===== src/include/rxtsi_pkg.sv =====
// package: register map, field positions and carriers of the rx timestamp inserter
package rxtsi_pkg;

  // register byte addresses on the apb bus
  localparam logic [7:0] RXTSI_EXT_CFG_ADDR = 8'h1C;
  localparam logic [7:0] RXTSI_LAYOUT_ADDR  = 8'h20;
  localparam logic [7:0] RXTSI_STATUS_ADDR  = 8'h24;
  localparam logic [7:0] RXTSI_TS_LO_ADDR   = 8'h28;
  localparam logic [7:0] RXTSI_TS_HI_ADDR   = 8'h2C;

  // extended config fields
  localparam int         RXTSI_INSERT_BIT   = 8;
  localparam int         RXTSI_APPEND_BIT   = 9;
  localparam logic [3:0] RXTSI_MIN_IFG_RST  = 4'hC;
  localparam logic [11:0] RXTSI_EXT_CFG_RST = 12'h000;

  // insert layout fields
  localparam int          RXTSI_UDP_MOD_BIT = 15;
  localparam int          RXTSI_SEC_EN_BIT  = 14;
  localparam int          RXTSI_SEC_LEN_LSB = 12;
  localparam int          RXTSI_NS_OFF_LSB  = 6;
  localparam int          RXTSI_SEC_OFF_LSB = 0;
  localparam logic [15:0] RXTSI_LAYOUT_RST  = 16'h0000;

  // status fields
  localparam int RXTSI_TS_READY_BIT = 0;
  localparam int RXTSI_OVERFLOW_BIT = 1;

  // nanoseconds field length in bytes
  localparam logic [11:0] RXTSI_NS_BYTES = 12'h004;

  // receive byte stream plus parser sideband, as it arrives on pins
  typedef struct packed {
    logic        clk;        // link byte clock
    logic        valid;      // frame data valid
    logic [7:0]  data;       // received byte
    logic        msg_start;  // first byte of the time message
    logic        msg_end;    // last byte of the time message
    logic        csum_byte;  // byte belongs to the udp checksum
    logic        ptp_event;  // frame holds an event message
    logic        ipv4;       // message is udp over ipv4
    logic        layer2;     // message is layer 2 encapsulated
    logic        udp_err;    // incoming udp checksum is bad
    logic [63:0] ts;         // captured arrival time, sec:ns
  } rxtsi_link_t;

  // one byte towards the mac
  typedef struct packed {
    logic [7:0] data;     // byte
    logic       last;     // last byte of frame
    logic       crc_err;  // force a frame crc error
  } rxtsi_word_t;

  // insertion settings held for one frame
  typedef struct packed {
    logic       insert;
    logic       append;
    logic       udp_mod;
    logic       sec_en;
    logic [1:0] sec_len;
    logic [5:0] ns_off;
    logic [5:0] sec_off;
  } rxtsi_cfg_t;

endpackage : rxtsi_pkg


===== src/hdl/rxtsi_buf.sv =====
// two-entry valid/ready buffer between the inserter and the mac
`timescale 1ns/100ps
module rxtsi_buf
  import rxtsi_pkg::*;
#(
  parameter int W     = 10,  // word width
  parameter int DEPTH = 2    // entries
) (
  // clock and reset
  input  wire logic         clk_in,
  input  wire logic         rst_in,
  // filling side
  input  wire logic         in_valid_in,
  output logic              in_ready_out,
  input  wire logic [W-1:0] in_data_in,
  // draining side
  output logic              out_valid_out,
  input  wire logic         out_ready_in,
  output logic [W-1:0]      out_data_out
);

  localparam int AW = (DEPTH > 1) ? $clog2(DEPTH) : 1;

  logic [W-1:0] mem [DEPTH];  // storage, drives data out from flops
  logic [AW-1:0] rd_ptr;      // oldest entry
  logic [AW-1:0] wr_ptr;      // next free entry
  logic [AW:0]   count;       // entries held
  logic          push;
  logic          pop;

  // honest flags: full stalls the filler, empty hides data
  assign in_ready_out  = (count != (AW+1)'(DEPTH));
  assign out_valid_out = (count != '0);
  assign out_data_out  = mem[rd_ptr];
  assign push          = in_valid_in && in_ready_out;
  assign pop           = out_valid_out && out_ready_in;

  // pointer and count update, wrap at depth
  always_ff @(posedge clk_in) begin
    if (rst_in) begin
      rd_ptr <= '0;
      wr_ptr <= '0;
      count  <= '0;
    end else begin
      if (push) begin
        mem[wr_ptr] <= in_data_in;
        wr_ptr <= (wr_ptr == AW'(DEPTH-1)) ? '0 : wr_ptr + 1'b1;
      end
      if (pop) begin
        rd_ptr <= (rd_ptr == AW'(DEPTH-1)) ? '0 : rd_ptr + 1'b1;
      end
      count <= count + (AW+1)'(push) - (AW+1)'(pop);
    end
  end

endmodule : rxtsi_buf


===== src/hdl/rxtsi_top.sv =====
// receive timestamp inserter: writes arrival time into event messages
`timescale 1ns/100ps
module rxtsi_top
  import rxtsi_pkg::*;
(
  // clock and reset
  input  wire logic         clk_in,
  input  wire logic         rst_in,
  // apb slave
  input  wire logic         psel_in,
  input  wire logic         penable_in,
  input  wire logic         pwrite_in,
  input  wire logic [7:0]   paddr_in,
  input  wire logic [31:0]  pwdata_in,
  output logic [31:0]       prdata_out,
  output logic              pready_out,
  output logic              pslverr_out,
  // receive link from the line side
  input  wire rxtsi_link_t  link_in,
  // byte stream towards the mac
  output logic              mac_valid_out,
  input  wire logic         mac_ready_in,
  output rxtsi_word_t       mac_word_out,
  // timestamp readout available
  output logic              ts_avail_out
);

  // whole module state
  typedef struct packed {
    rxtsi_link_t s1;        // first sync stage, read by s2 only
    rxtsi_link_t s2;        // second sync stage
    logic        clk_d;     // previous synced link clock
    logic        v_d;       // valid seen at previous link edge
    logic [11:0] ext_cfg;   // writable extended config bits
    logic [15:0] layout;    // insert layout register
    rxtsi_cfg_t  act;       // settings frozen for current frame
    logic        fr_ev;     // frame holds an event message
    logic        fr_v4;     // event message over ipv4
    logic        fr_l2;     // event message over layer 2
    logic        in_msg;    // inside or past the message
    logic        have_end;  // message end position known
    logic [11:0] pos;       // byte index from message start
    logic [11:0] end_pos;   // index of first byte after message
    logic [15:0] acc;       // ones complement checksum delta
    logic [63:0] ts_cap;    // timestamp for this frame
    logic        pend_v;    // byte held back one link edge
    rxtsi_word_t pend;      // held byte
    logic        out_v;     // byte waiting for the buffer
    rxtsi_word_t out;       // byte offered to the buffer
    logic        ts_ready;  // readout holds a fresh timestamp
    logic        ovf;       // byte lost to a mac stall
    logic [63:0] ts_hold;   // readout timestamp
    logic [31:0] prdata;    // registered read data
    logic        pslverr;   // registered error answer
  } rxtsi_st_t;

  rxtsi_st_t st;       // registered state
  rxtsi_st_t next_st;  // next state
  logic      buf_rdy;  // buffer can take a byte

  // ones complement add with end-around carry
  function automatic logic [15:0] oc_add(input logic [15:0] a,
                                         input logic [15:0] b);
    logic [16:0] s;
    s = {1'b0, a} + {1'b0, b};
    return s[15:0] + {15'h0000, s[16]};
  endfunction : oc_add

  // place a byte in its word half by position parity
  function automatic logic [15:0] half(input logic [7:0] b,
                                       input logic odd);
    return odd ? {8'h00, b} : {b, 8'h00};
  endfunction : half

  // combinational read mux decode flag
  logic rd_hit;
  logic [31:0] rd_val;

  // register read values, reserved bits read zero
  always_comb begin
    rd_hit = 1'b1;
    rd_val = 32'h0000_0000;
    case (paddr_in)
      RXTSI_EXT_CFG_ADDR: rd_val = {16'h0000, RXTSI_MIN_IFG_RST,
                                    st.ext_cfg};
      RXTSI_LAYOUT_ADDR:  rd_val = {16'h0000, st.layout};
      RXTSI_STATUS_ADDR:  rd_val = {30'h0000_0000, st.ovf, st.ts_ready};
      RXTSI_TS_LO_ADDR:   rd_val = st.ts_hold[31:0];
      RXTSI_TS_HI_ADDR:   rd_val = st.ts_hold[63:32];
      default:            rd_hit = 1'b0;
    endcase
  end

  // per-byte working values
  logic        ev;
  logic        start;
  logic        mod_ok;
  logic        udp_fix;
  logic        app;
  rxtsi_cfg_t  cfg;
  logic [11:0] p;
  logic        p_ok;
  logic [11:0] ns_pos;
  logic [11:0] sec_pos;
  logic [11:0] sec_n;
  logic [11:0] k;
  logic [7:0]  b;
  logic [15:0] corr;
  logic        rep;

  // next state
  always_comb begin
    next_st = st;
    // two-flop synchroniser for every link pin
    next_st.s1 = link_in;
    next_st.s2 = st.s1;
    next_st.clk_d = st.s2.clk;
    ev = st.s2.clk && !st.clk_d;
    start = ev && st.s2.valid && !st.v_d;
    // frame settings: freeze at frame start
    cfg.insert  = st.ext_cfg[RXTSI_INSERT_BIT];
    cfg.append  = st.ext_cfg[RXTSI_APPEND_BIT];
    cfg.udp_mod = st.layout[RXTSI_UDP_MOD_BIT];
    cfg.sec_en  = st.layout[RXTSI_SEC_EN_BIT];
    cfg.sec_len = st.layout[RXTSI_SEC_LEN_LSB +: 2];
    cfg.ns_off  = st.layout[RXTSI_NS_OFF_LSB +: 6];
    cfg.sec_off = st.layout[RXTSI_SEC_OFF_LSB +: 6];
    if (!start) begin
      cfg = st.act;  // mid-frame writes wait for the next frame
    end
    // byte position from message start
    p    = st.s2.msg_start ? 12'h000 : st.pos + 12'h001;
    p_ok = st.s2.msg_start || st.in_msg;
    mod_ok  = cfg.insert && (st.s2.msg_start ? st.s2.ptp_event
                                             : st.fr_ev);
    udp_fix = mod_ok && cfg.udp_mod &&
              (st.s2.msg_start ? st.s2.ipv4 : st.fr_v4);
    app = cfg.append &&
          (st.s2.msg_start ? st.s2.layer2 : st.fr_l2);
    // field positions, append counts from message end
    ns_pos  = app ? st.end_pos + 12'(cfg.ns_off) : 12'(cfg.ns_off);
    sec_pos = app ? ns_pos + RXTSI_NS_BYTES + 12'(cfg.sec_off)
                  : 12'(cfg.sec_off);
    sec_n   = 12'(cfg.sec_len) + 12'h001;  // 00 one byte .. 11 four
    b    = st.s2.data;
    rep  = 1'b0;
    k    = 12'h000;
    corr = 16'h0000;
    if (ev) begin
      // release the held byte; last when the frame has just ended
      if (st.pend_v) begin
        next_st.out = st.pend;
        next_st.out.last = !st.s2.valid;
        next_st.out.crc_err = !st.s2.valid && mod_ok && st.fr_v4 &&
                              !cfg.udp_mod && st.s2.udp_err;
        next_st.out_v = 1'b1;
        next_st.pend_v = 1'b0;
        if (st.out_v) begin
          next_st.ovf = 1'b1;  // mac stalled past one byte time
        end
      end
      if (st.s2.valid) begin
        if (start) begin
          next_st.act = cfg;
          next_st.in_msg = 1'b0;
          next_st.have_end = 1'b0;
          next_st.fr_ev = 1'b0;
          next_st.acc = 16'h0000;
          next_st.ts_cap = st.s2.ts;
        end
        if (st.s2.msg_start) begin
          next_st.in_msg = 1'b1;
          next_st.fr_ev = st.s2.ptp_event;
          next_st.fr_v4 = st.s2.ipv4;
          next_st.fr_l2 = st.s2.layer2;
          next_st.have_end = 1'b0;
          next_st.acc = 16'h0000;
        end
        if (p_ok) begin
          next_st.pos = p;
        end
        if (p_ok && st.s2.msg_end) begin
          next_st.have_end = 1'b1;
          next_st.end_pos = p + 12'h001;
        end
        if (p_ok && mod_ok && (!app || st.have_end)) begin
          // nanoseconds field, big endian
          if (p >= ns_pos && p < ns_pos + RXTSI_NS_BYTES) begin
            k = RXTSI_NS_BYTES - 12'h001 - (p - ns_pos);
            b = 8'(st.ts_cap[31:0] >> {k[1:0], 3'b000});
            rep = 1'b1;
          end
          // low-order seconds bytes only when enabled
          if (cfg.sec_en && p >= sec_pos && p < sec_pos + sec_n) begin
            k = sec_n - 12'h001 - (p - sec_pos);
            b = 8'(st.ts_cap[63:32] >> {k[1:0], 3'b000});
            rep = 1'b1;
          end
        end
        // mode 0: sum bytes precede the message, so use live class
        if (cfg.insert && st.s2.ptp_event && st.s2.ipv4 && !cfg.udp_mod &&
            st.s2.csum_byte && !st.s2.msg_start) begin
          b = 8'h00;
        end
        // fold each replaced byte into the checksum delta
        if (rep && udp_fix) begin
          next_st.acc = oc_add(oc_add(st.acc, half(st.s2.data, p[0])),
                               ~half(b, p[0]));
        end
        // spare bytes after the message carry the correction
        if (udp_fix && st.have_end && p_ok &&
            p == st.end_pos + 12'h001) begin
          corr = oc_add(st.acc, {st.pend.data, st.s2.data});
          if (st.s2.udp_err) begin
            corr = corr ^ 16'h0001;  // incoming error stays visible
          end
          next_st.out.data = corr[15:8];
          b = corr[7:0];
        end
        next_st.pend.data = b;
        next_st.pend.last = 1'b0;
        next_st.pend.crc_err = 1'b0;
        next_st.pend_v = 1'b1;
      end else if (st.v_d) begin
        // frame over: readout only if nothing was inserted
        next_st.in_msg = 1'b0;
        if (st.fr_ev && !st.act.insert) begin
          next_st.ts_ready = 1'b1;
          next_st.ts_hold = st.ts_cap;
        end
      end
      next_st.v_d = st.s2.valid;
    end
    // hand the byte to the buffer once it has room
    if (st.out_v && buf_rdy && !(ev && st.pend_v)) begin
      next_st.out_v = 1'b0;
    end
    // apb: read data and error caught in the setup phase
    if (psel_in && !penable_in) begin
      next_st.prdata = pwrite_in ? 32'h0000_0000 : rd_val;
      next_st.pslverr = !rd_hit;
    end
    // apb: writes take effect in the access phase
    if (psel_in && penable_in && pwrite_in) begin
      case (paddr_in)
        RXTSI_EXT_CFG_ADDR: next_st.ext_cfg = pwdata_in[11:0];
        RXTSI_LAYOUT_ADDR:  next_st.layout = pwdata_in[15:0];
        RXTSI_STATUS_ADDR: begin
          // write one to clear; a set that raises the flag in the same cycle wins
          if (pwdata_in[RXTSI_TS_READY_BIT] && !(next_st.ts_ready &&
              !st.ts_ready)) begin
            next_st.ts_ready = 1'b0;
          end
          if (pwdata_in[RXTSI_OVERFLOW_BIT] && !(next_st.ovf &&
              !st.ovf)) begin
            next_st.ovf = 1'b0;
          end
        end
        default: ;
      endcase
    end
  end

  // state register, synchronous reset
  always_ff @(posedge clk_in) begin
    if (rst_in) begin
      st <= '0;
      st.ext_cfg <= RXTSI_EXT_CFG_RST;
      st.layout <= RXTSI_LAYOUT_RST;
    end else begin
      st <= next_st;
    end
  end

  // two-entry buffer absorbs short mac stalls
  rxtsi_buf #(
    .W     ($bits(rxtsi_word_t)),
    .DEPTH (2)
  ) u_buf (
    .clk_in        (clk_in),
    .rst_in        (rst_in),
    .in_valid_in   (st.out_v),
    .in_ready_out  (buf_rdy),
    .in_data_in    (st.out),
    .out_valid_out (mac_valid_out),
    .out_ready_in  (mac_ready_in),
    .out_data_out  (mac_word_out)
  );

  // apb answers without wait states
  assign pready_out   = 1'b1;
  assign prdata_out   = st.prdata;
  assign pslverr_out  = st.pslverr;
  assign ts_avail_out = st.ts_ready;

endmodule : rxtsi_top


===== config.mk =====
export PLATFORM = sky130hd
export DESIGN_NAME = rxtsi_top
export DESIGN_NICKNAME = d
export VERILOG_FILES = /design/src/include/rxtsi_pkg.sv /design/src/hdl/rxtsi_buf.sv /design/src/hdl/rxtsi_top.sv
export SDC_FILE = /design/constraint.sdc
export NUM_CORES = 1
export LEC_CHECK = 0
export ABC_AREA = 1
export BUFFER_PORTS_ARGS = -buffer_cell sky130_fd_sc_hd__buf_2
export CORE_ASPECT_RATIO = 1.75
export CORE_MARGIN = 3
export CORE_UTILIZATION = 35
export DETAILED_ROUTE_END_ITERATION = 6
export HOLD_SLACK_MARGIN = 0.12
export RECOVER_POWER = 100
export SYNTH_ARGS = -nofsm -noshare
export SYNTH_HDL_FRONTEND = slang
export SYNTH_SLANG_ARGS = --single-unit

===== constraint.sdc =====
create_clock -name clk_in -period 11.3 [get_ports clk_in]
set_clock_uncertainty 0.15 [all_clocks]
set_input_delay 1.13 -clock clk_in [delete_from_list [all_inputs] [get_ports clk_in]]
set_output_delay 1.13 -clock clk_in [all_outputs]
set_load 0.02 [all_outputs]

**After elaboration in Yosys (flattened, before gate mapping)**

Memory sizes are Yosys's and may differ from the RTL's. A register that Yosys moved wholly into a read port is not among the register bits.
Cells that the tools add are included.
Widths: inputs -> output; s select.

- Register bits after elaboration: 442
- Bits in latches: 0
- RAM bits: 20
- ROM bits: 0
- Input port bits: 127
- Output and inout bits: 46
- Logic and storage cells: 229
- Memories: 1

- Add/sub/neg operators: 23
- $mul: 0
- Divide/modulo/power cells: 0
- Magnitude comparators: 4
- Eq/ne operators: 8
- Shift operators: 2
- Mux-type cells: 58
- Bitwise logic cells: 3
- Reduce and logical (&&, ||, !) cells: 74

Memories:

| name | depth | bits a word | read ports | clocked after Yosys merged registers in | write ports | RTL line | source |
|---|---|---|---|---|---|---|---|
| u_buf.mem | 2 | 10 | 1 | 1 | 1 | rxtsi_buf.sv:24 | `logic [W-1:0] mem [DEPTH];` |

Operators by type and width:

| cell | number |
|---|---|
| $mux 64 | 3 |
| $pmux 32 s5 | 1 |
| $mux 80 | 1 |
| $mux 8 | 9 |
| $mux 66 | 1 |
| $mux 16 | 4 |
| $shr 32x5->8 | 2 |
| $add 16x16->17 | 3 |
| $add 16x1->16 | 3 |
| $logic_and 1x1->1 | 38 |
| $add 12x1->12 const B | 3 |
| $mux 12 | 3 |
| $eq 8x6->1 const B | 4 |
| $mux 32 | 1 |
| $mux 1 | 28 |
| $add 12x6->12 | 2 |
| $ge 12x12->1 | 2 |
| $lt 12x12->1 | 2 |
| $reduce_and 3->1 | 8 |
| $mux 18 | 1 |
| $not 16->16 | 1 |
| $logic_not 1->1 | 14 |
| $add 12x3->12 | 1 |
| $add 12x3->12 const B | 1 |
| 23 further kinds | 36 |

**Logic depth before layout (Yosys ltp)**

- Depth after elaboration: 23
- Gate-level depth with buffers: 79
- Depth with buffers taken out: 75

**Cells and area by module**

A second synthesis with hierarchy kept.

- Cells, all modules: 3308
- Area total of the unflattened synthesis: 23844.1 um2

By module, submodules not included:

| module | instances | cells each | area an instance (um2) | sequential area each (um2) |
|---|---|---|---|---|
| rxtsi_top | 1 | 3238 | 22815.6 | 8748.4 |
| rxtsi_buf | 1 | 70 | 1028.5 | 700.7 |

**Least setup slack after synthesis**

Ideal clock, no wire load.

- Path kind: register to register
- Start: register st[276] (netlist bit)
- End: register st[200] (netlist bit)
- Library setup time: 70 ps
- Data arrival time: 9039 ps
- Required time: 11080 ps
- Setup slack: 2042 ps
- Stages on the path, launching flop included: 73
- Path buffers: 4
- Period minus slack after synthesis: 9258 ps
- Cells stage by stage: dfxtp_1 buf_6 inv_2 nand4_4 buf_2 inv_2 buf_2 clkbuf_1 o21ai_0 inv_1 ha_1 inv_1 fa_1 xor2_1 nand2_1 o21ai_2 inv_1 ha_1 [37 not listed] nand3_1 nand2_1 a21oi_1 o21bai_1 ha_1 nand2_1 nor2_1 inv_1 nor2_1 inv_1 nor2_1 nand4_1 nor2_1 nand2_1 nor3_1 or2_2 nand3_1 a21oi_1

RTL lines:

| item | RTL line | source |
|---|---|---|
| start: declaration | rxtsi_top.sv:57 | `rxtsi_st_t st;` |
| start signal: assignment | rxtsi_top.sv:271 | `st <= next_st;` |

==> out/qor.txt <==
status = finished with violations
violated checks = design-rule violations, max-capacitance violations, max-slew violations
Area contributors post-synth = dfxtp_1 38%, inv_1 8.0%, nor2_1 7.7%, nand2_1 6.9%, ha_1 6.6%
sequential power share = 0.478
site row count = 124
first-pass GRT wire length = 103 mm
P_sw = 0.000867 W
CTS Root Cell = clkbuf_16
Clock power frac = 0.444
Post-DP Area = 24800 sq um
Final Hold Viols = 0
largest family of logic cells by synthesized area = simple AND/OR/NAND/NOR gates
Internal = 0.00267 W
Avg WL per Cell = 15.7 um
full die area = 70200 sq um
Synth Area in Compound Gates = 0.154
Slew @ Worst Pin = 3.93 ns
Lkg Pwr = 11.6 nW
cell mode on critical path = nand2_1
total CTS buffers = 43
final setup TNS = 0 ns
pin count of the biggest net entering global routing = 109
fin util = 0.399
Final Critical Period = 10.16 ns
vias per cell = 4.75
DR vias = 20000
PortBufs = 155
H-tree depth = 2
DP HPWL = 49.4 mm
Worst path max stage delay = 0.41 ns
Die Span X = 202 um
FFs w/ async S/R, synth = 0
Pwr Density = 135 nW/um^2
max-cap violation count = 4
final setup violation count = 0
die height = 348 um
number of antenna violations at the first check in global routing = 4
sw frac = 0.245
worst hold path cell count = 2
total gr overflow = 0
Final Cycle Share = 0.899
crit path kind = reg -> reg
unrepaired setup endpoints after global routing = false
post-route cell area = 26200 sq um
GPL Wtd Cong = 0.911
xor/xnor share of the synthesized area = 0.0420
startpoint types = register
sequential element share of the synthesized area = 0.403
Mapped Nets = 3466
share of the synthesized area in the top cell type = 0.378
hold buffers post-CTS = 0
CP Data Required Time = 11.65 ns
post-synthesis mux area share = 0.00865
overall global routing resource usage = 0.182
number of enable flip-flop cells after synthesis = 20
layout net count = 3538
# DRC = 6
combinational power share = 0.078
share of cells above drive strength 1 = 0.0872
VDD IR-drop max = 0.0900 mV
CP endpoint kind = register
clk_lat worst skew = 0.60 ns
vias in the first global route = 19100
Main synth FF type = dfxtp_1
Fmax achieved = 98.4 MHz
Worst R2R Path Depth = 71
syn_area_per_cell = 7.30 sq um
core area = 65800 sq um
critical path peak fanout = 23
Worst EP arrival = 10.51 ns
Synth Register Bits = 462
IO Count = 173
Synth Area in Simple Gates = 0.206
YS warnings = 0
Layout area overhead = 12.0%
Post-CTS Setup Inserts = 0
Synth area leader = dfxtp_1
clock sink count = 462
HP Class = reg -> reg
drt total wl = 65.8 mm
Synth cell types = 68
number of nets with antenna violations after routing = 0
overall power = 0.00354 W
Cells after Synth = 3209
CTS tree = built
CTS Buffer Depth = 3
worst hold slack = 0.249 ns
Pre-Repair DR Iteration Count = 7
post-synthesis cell area = 23400 sq um
fill count = 7054
adder-cell share of the synthesized area = 0.0717
Slew Viols, Final = 366
initial cell density of the core = 0.356
Crit-path slowest cell = fa_1
Max transition margin = -1.62
Starting DRT DRC Count = 1161
clock slew at reported path FFs = 0.07 ns
through the flow:
stage	worst slack, ns	cells
final	1.14	4199
after global routing	0.0288	4198
after CTS	0.812	4198
after detailed placement	0.859	4118
after global placement	0.981	4118
after floorplan	2.04	3209
Yosys cell counts (3+ instances only):
master	number
o211ai_1	11
o21ai_1	17
nand3_1	97
o31ai_1	4
mux2i_1	9
clkinv_1	3
nand2_1	432
a21oi_1	273
mux2_2	10
a211oi_1	5
or2_1	3
clkbuf_1	112
fa_1	7
buf_4	34
xnor2_1	26
edfxtp_1	20
xor2_1	80
o22ai_1	38
nand4_1	23
a31oi_1	5
or2_2	17
nor3_2	5
o221ai_1	4
o21bai_1	8
nor3_1	30
inv_2	10
ha_1	123
nand2_4	5
nor4_1	8
nand3b_1	5
a21boi_0	4
nor2_1	480
dfxtp_1	442
o21a_1	3
o21ai_0	295
nand2_2	8
nand3_2	7
inv_1	502
buf_2	8
worst paths after layout:
check	from	endpoint	slack (ns)
max reg2reg	st[276]$_SDFFE_PP0N_	st[200]$_SDFFE_PP0P_	1.14
min reg2reg	next_st[318]$_SDFF_PP0_	st[318]$_SDFF_PP0_	0.25
max	st[276]$_SDFFE_PP0N_	st[200]$_SDFFE_PP0P_	1.14
min	next_st[318]$_SDFF_PP0_	st[318]$_SDFF_PP0_	0.25
placed cells by master, fill, tap and decap left out, types with 43 or more instances in the layout:
master / instances
inv_1: 502
nor2_1: 481
dfxtp_1: 441
nand2_1: 432
o21ai_0: 295
a21oi_1: 273
ha_1: 123
buf_2: 109
nand3_1: 97
xor2_1: 80
clkbuf_1: 55
clkbuf_16: 43
power by group through the flow:
| stage | clock (W) | combinational, W | sequential (W) |
|---|---|---|---|
| after global placement | 0 | 0.000273 | 0.00173 |
| after CTS | 0.00160 | 0.000277 | 0.00169 |
| final | 0.00157 | 0.000276 | 0.00169 |
| after detailed placement | 0 | 0.000275 | 0.00173 |
| after floorplan | 0 | 0.000186 | 0.00172 |
| after global routing | 0.00167 | 0.000311 | 0.00169 |
critical path: cells and delay by family (launching register included):
kind	cells	cell delay, ns
compound gates	12	1.88
fa+ha+maj	8	2.05
xor+xnor	1	0.15
flops	1	0.39
buf+inv	14	1.57
simple gates	36	3.83
routing by layer:
layer,vias to the layer above,share of wire,track usage
met5,-,0.00052,0
met4,6,0.042,0.0733
met3,119,0.038,0.0237
met2,396,0.51,0.337
met1,9089,0.41,0.210
li1,10400,-,-
sequential cells by signal, summed over array words and instances, names as in the netlist, named ones only:
signal	cells
u_buf.count	2
pslverr_out	1
next_st	82
u_buf.mem	20
st	321
u_buf.rd_ptr	1
ts_avail_out	1
prdata_out	32
u_buf.wr_ptr	1
repair_timing:
item                       4_1_cts  5_1_grt
setup endpoints to repair        0        3
resized for setup                0        5
hold endpoints to repair         0        0
area by class of cell:
cell class	count	area [sq um]	area share
sequential	462	9450	0.360
inverter	515	1940	0.0738
clock buffer	54	1170	0.0445
timing repair buffer	185	930	0.0354
clock inverter	26	354	0.0135
multi-input combinational	2074	11300	0.431
antenna	1	2.50	0.0000954
tap	882	1100	0.0421
logic make-up (layout without fill, tap and decap cells):
| kind of cell | count (synthesis) | after routing |
|---|---|---|
| AND/OR/NAND/NOR | 1138 | 1138 |
| AO/OA/AOI/OAI | 678 | 678 |
| buffers and inverters | 673 | 780 |
| flip-flops | 462 | 462 |
| adder cells (fa/ha/maj) | 130 | 130 |
| XOR/XNOR | 108 | 108 |
| multiplexers | 19 | 19 |
| other | 1 | 2 |
No activity file was read; power rests on OpenSTA's default activity.
